## config.mk

```make
export PLATFORM = sky130hd
export DESIGN_NAME = ctpr_ram
export DESIGN_NICKNAME = d
export VERILOG_FILES = /design/src/hdl/ctpr_pkg.sv /design/src/hdl/ctpr_ram.sv
export SDC_FILE = /design/constraint.sdc
export NUM_CORES = 2
export LEC_CHECK = 0
export BUFFER_PORTS_ARGS = -buffer_cell sky130_fd_sc_hd__buf_4
export CORE_MARGIN = 4
export CORE_UTILIZATION = 40
export CTS_BUF_LIST = sky130_fd_sc_hd__clkbuf_2 sky130_fd_sc_hd__clkbuf_4 sky130_fd_sc_hd__clkbuf_8
export DETAILED_ROUTE_END_ITERATION = 16
export PLACE_DENSITY = 0.55
export SLEW_MARGIN = 20
export SYNTH_ARGS = -nofsm -noshare
export SYNTH_HDL_FRONTEND = slang
export SYNTH_SLANG_ARGS = --single-unit
```

## constraint.sdc

```tcl
create_clock -name ref_clk_i -period 6.75 [get_ports ref_clk_i]
set_clock_uncertainty 0.05 [all_clocks]
set_input_delay 0.3375 -clock ref_clk_i [delete_from_list [all_inputs] [get_ports ref_clk_i]]
set_output_delay 0.3375 -clock ref_clk_i [all_outputs]
set_load 0.05 [all_outputs]
```

## src/hdl/ctpr_pkg.sv

```systemverilog
/*
 Shared constants and carrier types for the two-port RAM: clocking modes,
 register offsets, control fields and reset values.
 Assumes a 32-bit APB register port with a 12-bit byte address.
*/
package ctpr_pkg;

   typedef enum {
      CLK_SINGLE,
      CLK_IN_OUT,
      CLK_RD_WR,
      CLK_PORT_AB
   } ctpr_clk_mode_t;

   // Software controls that steer the read path and the encoder.
   typedef struct packed {
      logic enc_bypass;
      logic force_zero;
      logic rdw_new;
   } ctpr_ctrl_t;

   localparam int APB_AW = 12;
   localparam int CTRL_W = 3;
   localparam logic [APB_AW-1:0] CTRL_OFS = 12'h000;
   localparam logic [APB_AW-1:0] STAT_OFS = 12'h004;
   localparam ctpr_ctrl_t CTRL_RST = 3'h0;
   localparam int STAT_CORR = 0;
   localparam int STAT_UNCORR = 1;
   localparam logic [1:0] STAT_RST = 2'h0;

   localparam int SLICE_LOGIC = 32;
   localparam int SLICE_BLK_S = 512;
   localparam int SLICE_BLK_M = 1024;
   localparam int SLICE_BLK_L = 2048;

endpackage

```

## src/hdl/ctpr_ram.sv

```systemverilog
/*
 Configurable two-port RAM with optional byte enables, mixed port widths,
 per-group input and output registers, address stalls, clears, ECC with
 optional pipeline and encoder bypass, coherent read and an APB control port.
 Assumes one clock; the other clocking modes become enable groups.
*/
// Functional notes
// - Simple dual-port or two read/write ports.
// - Port B width may equal or double port A width.
// - Slice depth 32, 512, 1024 or 2048.
// - Single mode: one enable governs everything.
// - In/out mode: input and output enables.
// - Read/write mode: write and read enables.
// - Per-port mode: independent A and B enables.
// - Optional read enable per read port.
// - Byte enables mask unselected write bytes.
// - Port B byte enable only two-port.
// - Byte width 5/10 or 8/9/10.
// - ECC corrects adjacent errors, detects more.
// - ECC pipeline adds one read cycle.
// - Encoder bypass stores supplied check bits.
// - Coherent read allows same-cycle modify-write.
// - Each register group individually selectable.
// - Separate enables for input and output.
// - Address stall holds the address register.
// - Async clear resets port B address and outputs.
// - Sync clear resets data outputs.
// - Mixed-port collision shows new or old.
// - Force-to-zero blanks output without read.
`timescale 1ns/1ns
module ctpr_ram #(
   parameter bit TRUE_TWO_PORT = 1'b0,
   parameter int A_W = 16,
   parameter int B_W = 16,
   parameter int DEPTH = 256,
   parameter int SLICE_DEPTH = 512,
   parameter int BYTE_W = 8,
   parameter bit BE_A_EN = 1'b1,
   parameter bit BE_B_EN = 1'b0,
   parameter bit RDEN_EN = 1'b1,
   parameter bit ECC_EN = 1'b0,
   parameter bit ECC_PIPE = 1'b0,
   parameter bit ENC_BYPASS_EN = 1'b0,
   parameter bit COHERENT_EN = 1'b0,
   parameter bit REG_WR_IN = 1'b1,
   parameter bit REG_RADDR = 1'b1,
   parameter bit REG_QA = 1'b1,
   parameter bit REG_QB = 1'b1,
   parameter bit ADDR_STALL_EN = 1'b1,
   parameter bit ACLR_EN = 1'b1,
   parameter bit SCLR_EN = 1'b1,
   parameter ctpr_pkg::ctpr_clk_mode_t CLK_MODE = ctpr_pkg::CLK_SINGLE
) (
   input wire logic ref_clk_i,
   input wire logic rst_n_i,
   input wire logic aclr_i,
   input wire logic sclr_i,
   input wire logic clken_a_in_i,
   input wire logic clken_a_out_i,
   input wire logic clken_b_in_i,
   input wire logic clken_b_out_i,
   input wire logic addr_stall_a_i,
   input wire logic addr_stall_b_i,
   input wire logic [$clog2(DEPTH)-1:0] addr_a_i,
   input wire logic [A_W-1:0] data_a_i,
   input wire logic we_a_i,
   input wire logic [A_W/BYTE_W-1:0] be_a_i,
   input wire logic rden_a_i,
   input wire logic [2*A_W-1:0] ecc_chk_a_i,
   output logic [A_W-1:0] q_a_o,
   output logic [A_W-1:0] coh_q_a_o,
   input wire logic [$clog2(DEPTH*A_W/B_W)-1:0] addr_b_i,
   input wire logic [B_W-1:0] data_b_i,
   input wire logic we_b_i,
   input wire logic [B_W/BYTE_W-1:0] be_b_i,
   input wire logic rden_b_i,
   output logic [B_W-1:0] q_b_o,
   output logic ecc_corr_o,
   output logic ecc_uncorr_o,
   input wire logic [ctpr_pkg::APB_AW-1:0] paddr_i,
   input wire logic psel_i,
   input wire logic penable_i,
   input wire logic pwrite_i,
   input wire logic [31:0] pwdata_i,
   output logic [31:0] prdata_o,
   output logic pready_o,
   output logic pslverr_o
);

   localparam int RATIO = B_W / A_W;
   localparam int AAW = $clog2(DEPTH);
   localparam int BAW = $clog2(DEPTH / RATIO);
   localparam int NBA = A_W / BYTE_W;
   localparam int NBB = B_W / BYTE_W;
   localparam int CHK_W = 2 * A_W;
   localparam int CW = ECC_EN ? 3 * A_W : A_W;
   localparam int CWB = ECC_EN ? 3 * A_W : B_W;
   localparam int SLICES = (DEPTH + SLICE_DEPTH - 1) / SLICE_DEPTH;

   if (!(SLICE_DEPTH == ctpr_pkg::SLICE_LOGIC || SLICE_DEPTH == ctpr_pkg::SLICE_BLK_S ||
         SLICE_DEPTH == ctpr_pkg::SLICE_BLK_M || SLICE_DEPTH == ctpr_pkg::SLICE_BLK_L) ||
       SLICES < 1) begin : g_bad_slice
      $error("Slice depth must be 32, 512, 1024 or 2048.");
   end
   if ((SLICE_DEPTH == ctpr_pkg::SLICE_LOGIC) ? !(BYTE_W == 5 || BYTE_W == 10)
       : !(BYTE_W == 8 || BYTE_W == 9 || BYTE_W == 10)) begin : g_bad_byte
      $error("Byte width does not suit the slice kind.");
   end
   if (!(B_W == A_W || B_W == 2 * A_W) || A_W % BYTE_W != 0 ||
       DEPTH < 2 * RATIO || DEPTH % RATIO != 0) begin : g_bad_width
      $error("Widths must be byte multiples with port ratio 1 or 2.");
   end
   if ((ECC_PIPE && !(ECC_EN && REG_QB)) || (ECC_EN && (RATIO != 1 || BE_A_EN || BE_B_EN))
       || (BE_B_EN && !TRUE_TWO_PORT)) begin : g_bad_ecc
      $error("Illegal ECC, pipeline or port B byte enable combination.");
   end

   typedef struct packed {
      logic [AAW-1:0] addr;
      logic [A_W-1:0] din;
      logic we;
      logic [NBA-1:0] be;
      logic [CHK_W-1:0] chk;
      logic rden;
   } ctpr_a_in_t;

   typedef struct packed {
      logic [BAW-1:0] addr;
      logic [B_W-1:0] din;
      logic we;
      logic [NBB-1:0] be;
      logic rden;
   } ctpr_b_in_t;

   typedef struct packed {
      ctpr_a_in_t a_in;
      ctpr_pkg::ctpr_ctrl_t ctrl;
      logic [1:0] stat;
      logic [31:0] prdata;
   } ctpr_state_t;

   // Registers that the asynchronous clear may reach.
   typedef struct packed {
      ctpr_b_in_t b_in;
      logic [A_W-1:0] q_a;
      logic [B_W-1:0] q_b;
      logic corr;
      logic uncorr;
      logic [CWB-1:0] pipe;
      logic pipe_rden;
   } ctpr_clr_t;

   logic [CW-1:0] mem [DEPTH];
   ctpr_state_t s_r, s_nxt;
   ctpr_clr_t c_r, c_nxt;
   ctpr_a_in_t a_live, wa;
   ctpr_b_in_t b_live, wb;
   logic ea_in, eb_in, ea_out, eb_out, arst_n, byp, fz;
   logic [CW-1:0] qa_word;
   logic [A_W-1:0] qa_pre;
   logic [CWB-1:0] rb_cw, dec_in;
   logic [A_W+1:0] dx;
   logic [B_W-1:0] qb_pre;
   logic rden_dec, dcorr, duncorr;
   logic hit_ctrl, hit_stat, apb_wr;

   // Merges one write into a stored word; ECC words are always written whole.
   function automatic logic [CW-1:0] wr_word(input logic [CW-1:0] old,
         input logic [A_W-1:0] d, input logic [NBA-1:0] be,
         input logic [CHK_W-1:0] chk, input logic bp);
      logic [CW-1:0] w;
      w = old;
      for (int i = 0; i < NBA; i++) begin
         if (be[i]) begin
            w[i*BYTE_W +: BYTE_W] = d[i*BYTE_W +: BYTE_W];
         end
      end
      if (ECC_EN) begin
         w = CW'({(bp ? chk : {d, d}), d});
      end
      return w;
   endfunction

   function automatic logic [AAW-1:0] lane(input logic [BAW-1:0] a, input int k);
      return AAW'(int'(a) * RATIO + k);
   endfunction

   // Three stored copies vote bitwise, so any burst inside one copy is repaired.
   function automatic logic [A_W+1:0] ecc_dec(input logic [3*A_W-1:0] x);
      logic [A_W-1:0] d0, d1, d2;
      d0 = x[A_W-1:0];
      d1 = x[2*A_W-1:A_W];
      d2 = x[3*A_W-1:2*A_W];
      return {(d0 != d1) && (d0 != d2) && (d1 != d2), (d0 != d1) || (d0 != d2),
              (d0 & d1) | (d0 & d2) | (d1 & d2)};
   endfunction

   always_comb begin
      unique case (CLK_MODE)
         ctpr_pkg::CLK_SINGLE: begin
            ea_in = clken_a_in_i;
            eb_in = clken_a_in_i;
            ea_out = clken_a_in_i;
            eb_out = clken_a_in_i;
         end
         ctpr_pkg::CLK_IN_OUT: begin
            ea_in = clken_a_in_i;
            eb_in = clken_a_in_i;
            ea_out = clken_a_out_i;
            eb_out = clken_a_out_i;
         end
         ctpr_pkg::CLK_RD_WR, ctpr_pkg::CLK_PORT_AB: begin
            ea_in = clken_a_in_i;
            eb_in = clken_b_in_i;
            ea_out = clken_a_out_i;
            eb_out = clken_b_out_i;
         end
      endcase
   end

   assign arst_n = rst_n_i & ~(ACLR_EN & aclr_i);
   assign byp = ENC_BYPASS_EN & s_r.ctrl.enc_bypass;
   assign fz = s_r.ctrl.force_zero;

   always_comb begin
      a_live = '{addr: addr_a_i, din: data_a_i, we: we_a_i,
                 be: BE_A_EN ? be_a_i : {NBA{1'b1}}, chk: ecc_chk_a_i,
                 rden: RDEN_EN ? (TRUE_TWO_PORT & rden_a_i) : TRUE_TWO_PORT};
      b_live = '{addr: addr_b_i, din: data_b_i, we: TRUE_TWO_PORT & we_b_i,
                 be: (BE_B_EN && TRUE_TWO_PORT) ? be_b_i : {NBB{1'b1}},
                 rden: RDEN_EN ? rden_b_i : 1'b1};
      wa = REG_WR_IN ? s_r.a_in : a_live;
      wb = b_live;
      if (REG_RADDR) begin
         wb.addr = c_r.b_in.addr;
         wb.rden = c_r.b_in.rden;
      end
      if (REG_WR_IN) begin
         wb.din = c_r.b_in.din;
         wb.we = c_r.b_in.we;
         wb.be = c_r.b_in.be;
      end
   end

   always_ff @(posedge ref_clk_i) begin
      for (int k = 0; k < RATIO; k++) begin
         if (eb_in && wb.we) begin
            mem[lane(wb.addr, k)] <= wr_word(mem[lane(wb.addr, k)], wb.din[k*A_W +: A_W],
                                             wb.be[k*NBA +: NBA], '0, 1'b0);
         end
      end
      // Port A is applied last, so it wins a same-address collision.
      if (ea_in && wa.we) begin
         mem[wa.addr] <= wr_word(mem[wa.addr], wa.din, wa.be, wa.chk, byp);
      end
   end

   always_comb begin
      qa_word = mem[wa.addr];
      qa_pre = qa_word[A_W-1:0];
      coh_q_a_o = COHERENT_EN ? qa_pre : '0;
   end

   always_comb begin
      logic [CW-1:0] w;
      logic [AAW-1:0] la;
      w = '0;
      la = '0;
      rb_cw = '0;
      for (int k = 0; k < RATIO; k++) begin
         la = lane(wb.addr, k);
         w = mem[la];
         if (s_r.ctrl.rdw_new && ea_in && wa.we && wa.addr == la) begin
            w = wr_word(w, wa.din, wa.be, wa.chk, byp);
         end
         if (ECC_EN) begin
            rb_cw = CWB'(w);
         end else begin
            rb_cw[k*A_W +: A_W] = w[A_W-1:0];
         end
      end
   end

   always_comb begin
      dec_in = ECC_PIPE ? c_r.pipe : rb_cw;
      rden_dec = ECC_PIPE ? c_r.pipe_rden : wb.rden;
      dx = ecc_dec((3*A_W)'(dec_in));
      qb_pre = ECC_EN ? B_W'(dx[A_W-1:0]) : B_W'(dec_in);
      dcorr = ECC_EN & dx[A_W];
      duncorr = ECC_EN & dx[A_W+1];
   end

   always_comb begin
      logic [1:0] set, clr;
      set = '0;
      clr = '0;
      s_nxt = s_r;
      c_nxt = c_r;
      if (ea_in) begin
         s_nxt.a_in = a_live;
         if (ADDR_STALL_EN && addr_stall_a_i) begin
            s_nxt.a_in.addr = s_r.a_in.addr;
         end
      end
      if (eb_in) begin
         c_nxt.b_in = b_live;
         if (ADDR_STALL_EN && addr_stall_b_i) begin
            c_nxt.b_in.addr = c_r.b_in.addr;
         end
      end
      if (eb_out) begin
         c_nxt.pipe = rb_cw;
         c_nxt.pipe_rden = wb.rden;
      end
      if (SCLR_EN && sclr_i) begin
         c_nxt.q_a = '0;
      end else if (ea_out) begin
         if (wa.rden) begin
            c_nxt.q_a = qa_pre;
         end else if (fz) begin
            c_nxt.q_a = '0;
         end
      end
      if (SCLR_EN && sclr_i) begin
         c_nxt.q_b = '0;
         c_nxt.corr = 1'b0;
         c_nxt.uncorr = 1'b0;
      end else if (eb_out) begin
         if (rden_dec) begin
            c_nxt.q_b = qb_pre;
            c_nxt.corr = dcorr;
            c_nxt.uncorr = duncorr;
         end else if (fz) begin
            c_nxt.q_b = '0;
         end
      end
      if (eb_out && rden_dec) begin
         set[ctpr_pkg::STAT_CORR] = dcorr;
         set[ctpr_pkg::STAT_UNCORR] = duncorr;
      end
      if (apb_wr && hit_stat) begin
         clr = pwdata_i[1:0];
      end
      s_nxt.stat = (s_r.stat & ~clr) | set;
      if (apb_wr && hit_ctrl) begin
         s_nxt.ctrl = ctpr_pkg::ctpr_ctrl_t'(pwdata_i[ctpr_pkg::CTRL_W-1:0]);
      end
      if (psel_i && !penable_i) begin
         s_nxt.prdata = hit_ctrl ? 32'(s_r.ctrl) : hit_stat ? 32'(s_r.stat) : '0;
      end
   end

   assign hit_ctrl = paddr_i == ctpr_pkg::CTRL_OFS;
   assign hit_stat = paddr_i == ctpr_pkg::STAT_OFS;
   assign apb_wr = psel_i & penable_i & pwrite_i;
   assign pready_o = 1'b1;
   assign pslverr_o = psel_i & penable_i & ~(hit_ctrl | hit_stat);
   assign prdata_o = s_r.prdata;

   always_ff @(posedge ref_clk_i or negedge rst_n_i) begin
      if (!rst_n_i) begin
         s_r <= '0;
         s_r.ctrl <= ctpr_pkg::CTRL_RST;
         s_r.stat <= ctpr_pkg::STAT_RST;
      end else begin
         s_r <= s_nxt;
      end
   end

   always_ff @(posedge ref_clk_i or negedge arst_n) begin
      if (!arst_n) begin
         c_r <= '0;
      end else begin
         c_r <= c_nxt;
      end
   end

   // Unregistered outputs cannot hold, so without force-to-zero they follow the array.
   always_comb begin
      q_a_o = '0;
      if (TRUE_TWO_PORT) begin
         q_a_o = REG_QA ? c_r.q_a : ((fz && !wa.rden) ? '0 : qa_pre);
      end
      q_b_o = REG_QB ? c_r.q_b : ((fz && !rden_dec) ? '0 : qb_pre);
      ecc_corr_o = REG_QB ? c_r.corr : dcorr;
      ecc_uncorr_o = REG_QB ? c_r.uncorr : duncorr;
   end

   // The decoder input is widened first so all three copies can be sliced in every build.
   logic [3*A_W-1:0] dec3;
   logic [A_W-1:0] e0, e1, e2;
   assign dec3 = (3*A_W)'(dec_in);
   assign e0 = dec3[A_W-1:0];
   assign e1 = dec3[A_W +: A_W];
   assign e2 = dec3[2*A_W +: A_W];
   logic b_wr;
   assign b_wr = eb_in & wb.we;
endmodule

```

Word level (Yosys, flattened, before mapping)
Memory sizes are Yosys's and may differ from the RTL's.
Cells that the tools add are included.

word-level totals
  output and inout bits = 84
  word-level logic and storage cells = 65
  memory bits (writable) = 4,096
  bits of input ports = 145
  bits in registers = 91
  memories kept = 1

memories
  memory  words  bits a word  rd ports  clocked after memory_dff  write ports  RTL line         RTL
  mem     256    16           1         0                         1            ctpr_ram.sv:153  logic [CW-1:0] mem [DEPTH];

cells by class
  reduce and logical (&&, ||, !) cells = 18
  bitwise gates (word level) = 11
  mux-type cells = 17
  equal/unequal tests = 4

operator list
  operator                                        count
  two-way mux 16 bit                              3
  two-way mux 8 bit                               6
  two-way mux 18 bit                              2
  == test 12 x 3 -> 1 bit, second input constant  1
  zero test 12 bit                                1
  AND reduction 2 bit                             6
  == test 8 bit                                   1
  logical AND 1 bit                               7
  two-way mux 2 bit                               3
  bitwise AND 1 bit                               4
  != test 2 bit, second input constant            2
  NOT 1 bit                                       4
  nonzero test 2 bit                              2
  two-way mux 3 bit                               1
  nonzero test 3 bit                              1
  bitwise AND 2 bit                               1
  two-way mux 1 bit                               2
  NOT 2 bit                                       1
  zero test 1 bit                                 1
  bitwise OR 1 bit                                1

Depth between registers and ports, before layout
  depth in word-level cells = 7
  gate-level depth with buffers = 14

Worst setup path after synthesis
Ideal clock, no wire load.

  path kind = register -> register
  start = register s_r[87] (netlist name)
  end = memory mem[0][14] (netlist name), data pin
  cell stages (with the launch flop) = 1
  clock period less this slack = 4.051 ns
  slack = 2.699 ns
  library setup time = 0.806 ns
  data arrival time = 3.195 ns
  required time = 5.894 ns
  cells stage by stage = dfrtp_1

between the ends
  word-level cells in the longest chain between the ends = 2

ends and longest elaborated chain
  what                    RTL line         RTL
  start, declared         ctpr_ram.sv:154  ctpr_state_t s_r, s_nxt;
  start signal, assigned  ctpr_ram.sv:366  s_r <= s_nxt;
  two-way mux 8 bit       ctpr_ram.sv:174  if (be[i]) begin
  two-way mux 8 bit       ctpr_ram.sv:253  if (ea_in && wa.we) begin
  end, declared           ctpr_ram.sv:153

No other way between the ends. The select of a mux whose other input is x is not followed.

Final worst setup path
  start = register c_r[71] (netlist name)
  end = register c_r, in the netlist q_b_o[2]

between the ends
  word-level cells in the longest chain between the ends = 6
  elaborated cells between the ends (all ways) = 8

ends and longest elaborated chain
  what                                                                RTL line                          RTL
  start, declared                                                     ctpr_ram.sv:155                   ctpr_clr_t c_r, c_nxt;
  start signal, assigned                                              ctpr_ram.sv:374                   c_r <= c_nxt;
  memory read (256 x 16 bit) / == test 8 bit (equally long branches)  --
  two-way mux 8 bit / logical AND 1 bit (equally long branches)       ctpr_ram.sv:174, ctpr_ram.sv:273
  two-way mux 16 bit (*)                                              ctpr_ram.sv:273                   if (s_r.ctrl.rdw_new && ea_in && wa.we && wa.addr == la) begin
  two-way mux 16 bit (*)                                              ctpr_ram.sv:329                   if (rden_dec) begin
  two-way mux 18 bit (*)                                              ctpr_ram.sv:328                   end else if (eb_out) begin
  two-way mux 18 bit (*)                                              ctpr_ram.sv:324                   if (SCLR_EN && sclr_i) begin

Mark *: on every way between the ends. The rest lies on a longest branch, timed or not. The select of a mux whose other input is x is not followed.
A chain may end at the register's enable or synchronous reset.

==> summary.txt <==
Status
  – Status: complete, no violations

Placed design
  – Port bufs: 80
  – Dpl cells: 12.8k
  – Place WS: 2.16 ns
  – Placer Congestion: 0.811
  – Final HPWL DP: 257000 µm

GRT
  – Number of global-route vias before repair: 82.1k
  – Total GRT Usage: 0.206
  – Largest net degree at the start of global routing: 215
  – Initial antenna violation count: 25
  – Grt ovf: 0
  – First-pass GRT wire length: 618000 µm

Critical path
  – Critical Path End Type: register
  – CP Max Fanout: 40
  – Reg2reg end: q_b_o[2]$_DFFE_PN0P_
  – Worst path cell trace: buf_4 -> mux4_2 -> o22a_1 -> nor2_1 -> a21oi_1 -> a22o_1 -> a21boi_0 -> o31ai_1
  – Slowest cell on crit path: dfrtp_4
  – Worst endpoint data arrival time: 5.58 ns
  – Reg2reg start: c_r[71]$_DFFE_PN0P_
  – CP bufs+invs: 1
  – Critical Path Start Type: register
  – Family with the most delay on the worst path: compound AO/OA/AOI/OAI gates
  – Worst r2r path cells: 8
  – R2R Setup Slk: 2.18 ns
  – Crit path kind: register to register
  – Critical path's largest stage delay: 1.14 ns
  – Critical Path RT: 7.76 ns

Clock tree
  – # H-tree levels: 6
  – Root buf cell: clkbuf_8
  – Worst skew pair latency: 1.23 ns
  – Setup bufs post-CTS: 0
  – Clk buf depth: 4
  – Number of CTS-inserted buffers: 666
  – CTS tree: yes
  – Worst-path clk slew: 0.06 ns
  – Clock sinks: 4156

Pwr
  – Gate power share: 0.109
  – Sw Ratio: 0.253
  – Int Power: 42.0 mW
  – Seq pwr share: 0.520
  – Clock Power Share: 0.371
  – Leak: 56.8 nW
  – Pwr per Cell Area: 308 mW/mm²
  – Net Sw Power: 14.2 mW
  – Worst VDD drop: 190 µV

Synthesis
  – Synth cell count leaders: edfxtp_1 (4096), mux4_2 (896), nor2_1 (587)
  – FF+latch count, synth: 4156
  – Post-synth top area cell: edfxtp_1
  – Most numerous cell in the Yosys netlist: edfxtp_1
  – Post-synth EDFFs: 4096
  – Post-synthesis sequential area ratio: 0.767
  – Yosys cell types: 67
  – Top post-synthesis cells by area: edfxtp_1 (76%), mux4_2 (12%), mux2i_1 (1.4%), mux4_1 (1.4%), nor2_1 (1.4%)
  – Main synth FF type: edfxtp_1
  – Synth Warn #: 0
  – Ys async rst share: 0.0144
  – Gate Count Post-Synth: 7620
  – Area share of the largest cell type after synthesis: 0.758
  – Mapped cell area: 0.162 mm²
  – Mean cell area of the mapped netlist: 21.3 µm²

Detailed routing
  – DRC: 0
  – Via density: 5.69
  – Via count: 80.4k
  – Drt wl/cell: 30.9 µm
  – Post-Route WL: 437000 µm
  – Detail Route Antenna Nets: 0
  – DR iter-0 viols: 9215
  – First-pass DRT Iterations: 6

Finish
  – Post-Layout Cell Count: 14.1k
  – Area growth syn-to-layout: 12.5%
  – Final nets: 8355
  – Footprint of the multi-input gates: 0.0345 mm²
  – Filler cell count in the final layout: 34.0k
  – Register area: 0.125 mm²
  – Layout cell share with drive strength beyond 1: 0.266

Min path
  – Hold depth: 7
  – Hold WC Path Type: primary input to register
  – Hold path endpoint: prdata_o[2]$_DFFE_PN0P_
  – HP Start: paddr_i[0]

Floorplan
  – Die Footprint: 0.416 mm²
  – Chip width: 645 µm
  – Effective utilization at floorplan: 0.402
  – Ports: 229
  – Core area: 0.403 mm²
  – Die Ht: 645 µm
  – Row cnt: 233

Job
  – Number of max-cap violations: 0

Timing
  – Setup TNS Final: 0 ns
  – Slew margin rel.: 0.199
  – Worst hold slack: 0.131 ns
  – RSZ-0062 raised after global routing: no
  – Crit path time final: 4.57 ns
  – Final worst slack: 2.18 ns
  – Fin. Hold Viols: 0
  – Max Fclk: 0.219 GHz
  – Max Slew Vio Count: 0
  – Worst-Margin Slew: 1.20 ns
  – Endpoints failing setup: 0
  – Tcrit/Tclk final: 0.676
==> worst max path at each step <==
stage,startpoint,to,slack (ns),cells after the start
final,c_r[71]$_DFFE_PN0P_,q_b_o[2]$_DFFE_PN0P_,2.18,8
after floorplan,s_r[87]$_DFFE_PN0P_,mem[0][14]$_DFFE_PP_,2.70,0
after CTS,c_r[71]$_DFFE_PN0P_,q_b_o[13]$_DFFE_PN0P_,2.14,8
after detailed placement,c_r[71]$_DFFE_PN0P_,q_b_o[13]$_DFFE_PN0P_,2.16,8
after global placement,c_r[71]$_DFFE_PN0P_,q_b_o[5]$_DFFE_PN0P_,2.04,8
after global routing,c_r[71]$_DFFE_PN0P_,q_b_o[2]$_DFFE_PN0P_,2.03,8
==> cell usage in the layout (no fill, tap or decap), drive strengths merged, types with 16 or more instances in the layout <==
cell         synthesis  final
buf                374    260
a311oi              16     16
nor4                20     20
mux2                51     51
mux4               983    983
nor2b               16     16
clkbuf             166    923
dfrtp               60     60
dlygate4sd3          0    146
o31ai               22     22
a31oi               29     29
nor3                47     47
and3                18     18
nand3               53     53
o21ai               83     83
a22o                48     48
clkinv               0    196
o22ai              105    105
a22oi              100    100
mux2i              229    229
nor2               587    587
nand2              198    198
a221oi              37     37
o221ai              25     25
edfxtp            4096   4096
inv                  9     42
a21oi               80     80
nand4               29     29
conb                 2     64
==> power by group through the flow <==
stage,registers (mW),logic [mW],clock network [mW]
global placement,29.8,6.01,0
CTS,29.3,6.16,21.3
global route,29.2,6.45,22.5
detailed placement,29.8,6.07,0
finish,29.2,6.12,20.8
floorplan,29.9,3.77,0
==> through the flow <==
stage | total power [mW] | instance area, µm² | utilization
final | 56.2 | 182000 | 0.452
after CTS | 56.7 | 182000 | 0.452
after floorplan | 33.7 | 162000 | -
after detailed placement | 35.9 | 168000 | 0.417
after global placement | 35.8 | 168000 | 0.417
after global routing | 58.2 | 182000 | 0.452
==> worst min-delay path: stages <==
cell	delay (ns)
buf_4	0.08
nor3_1	0.03
nand3_1	0.15
nor2_1	0.06
nand2_1	0.06
o21ai_0	0.06
dlygate4sd3_1	0.55
==> logic make-up (layout without fill, tap and decap cells) <==
family | count (synthesis) | in the layout | synth area share
DFF | 4156 | 4156 | 0.767
muxes | 1263 | 1263 | 0.156
and+or+nand+nor | 1024 | 1024 | 0.0270
AOI/OAI and AO/OA | 612 | 612 | 0.0262
buffers and inverters | 555 | 1582 | 0.0227
xor gates and xnor gates | 8 | 8 | 0.000432
other | 2 | 79 | 0.0000463
==> sequential cells by signal (all words and copies together) (netlist names) <==
signal	cells
mem	4096
s_r	31
q_b_o	16
c_r	8
prdata_o	3
fz	1
rden_dec	1
==> routing by layer <==
metal,track usage,vias up,routed length [µm]
met1,0.291,43209,183000
met3,0.0433,752,34100
met5,0,-,41
met2,0.322,3394,205000
li1,-,33008,-
met4,0.0661,6,14400
==> what timing repair did <==
item,in CTS,in global routing
endpoints found under the hold margin,120,0
resized for setup,0,0
hold buffers,147,0
==> area by class of cell <==
cell class                 instances  area share
antenna                           15    0.000206
clock buffer                     923      0.0615
clock inverter                   244     0.00776
inverter                           9    0.000199
multi-input combinational       2971       0.189
sequential                      4156       0.683
tap                             5405      0.0371
timing repair buffer             406      0.0214
Power figures use the tool's default switching activity.
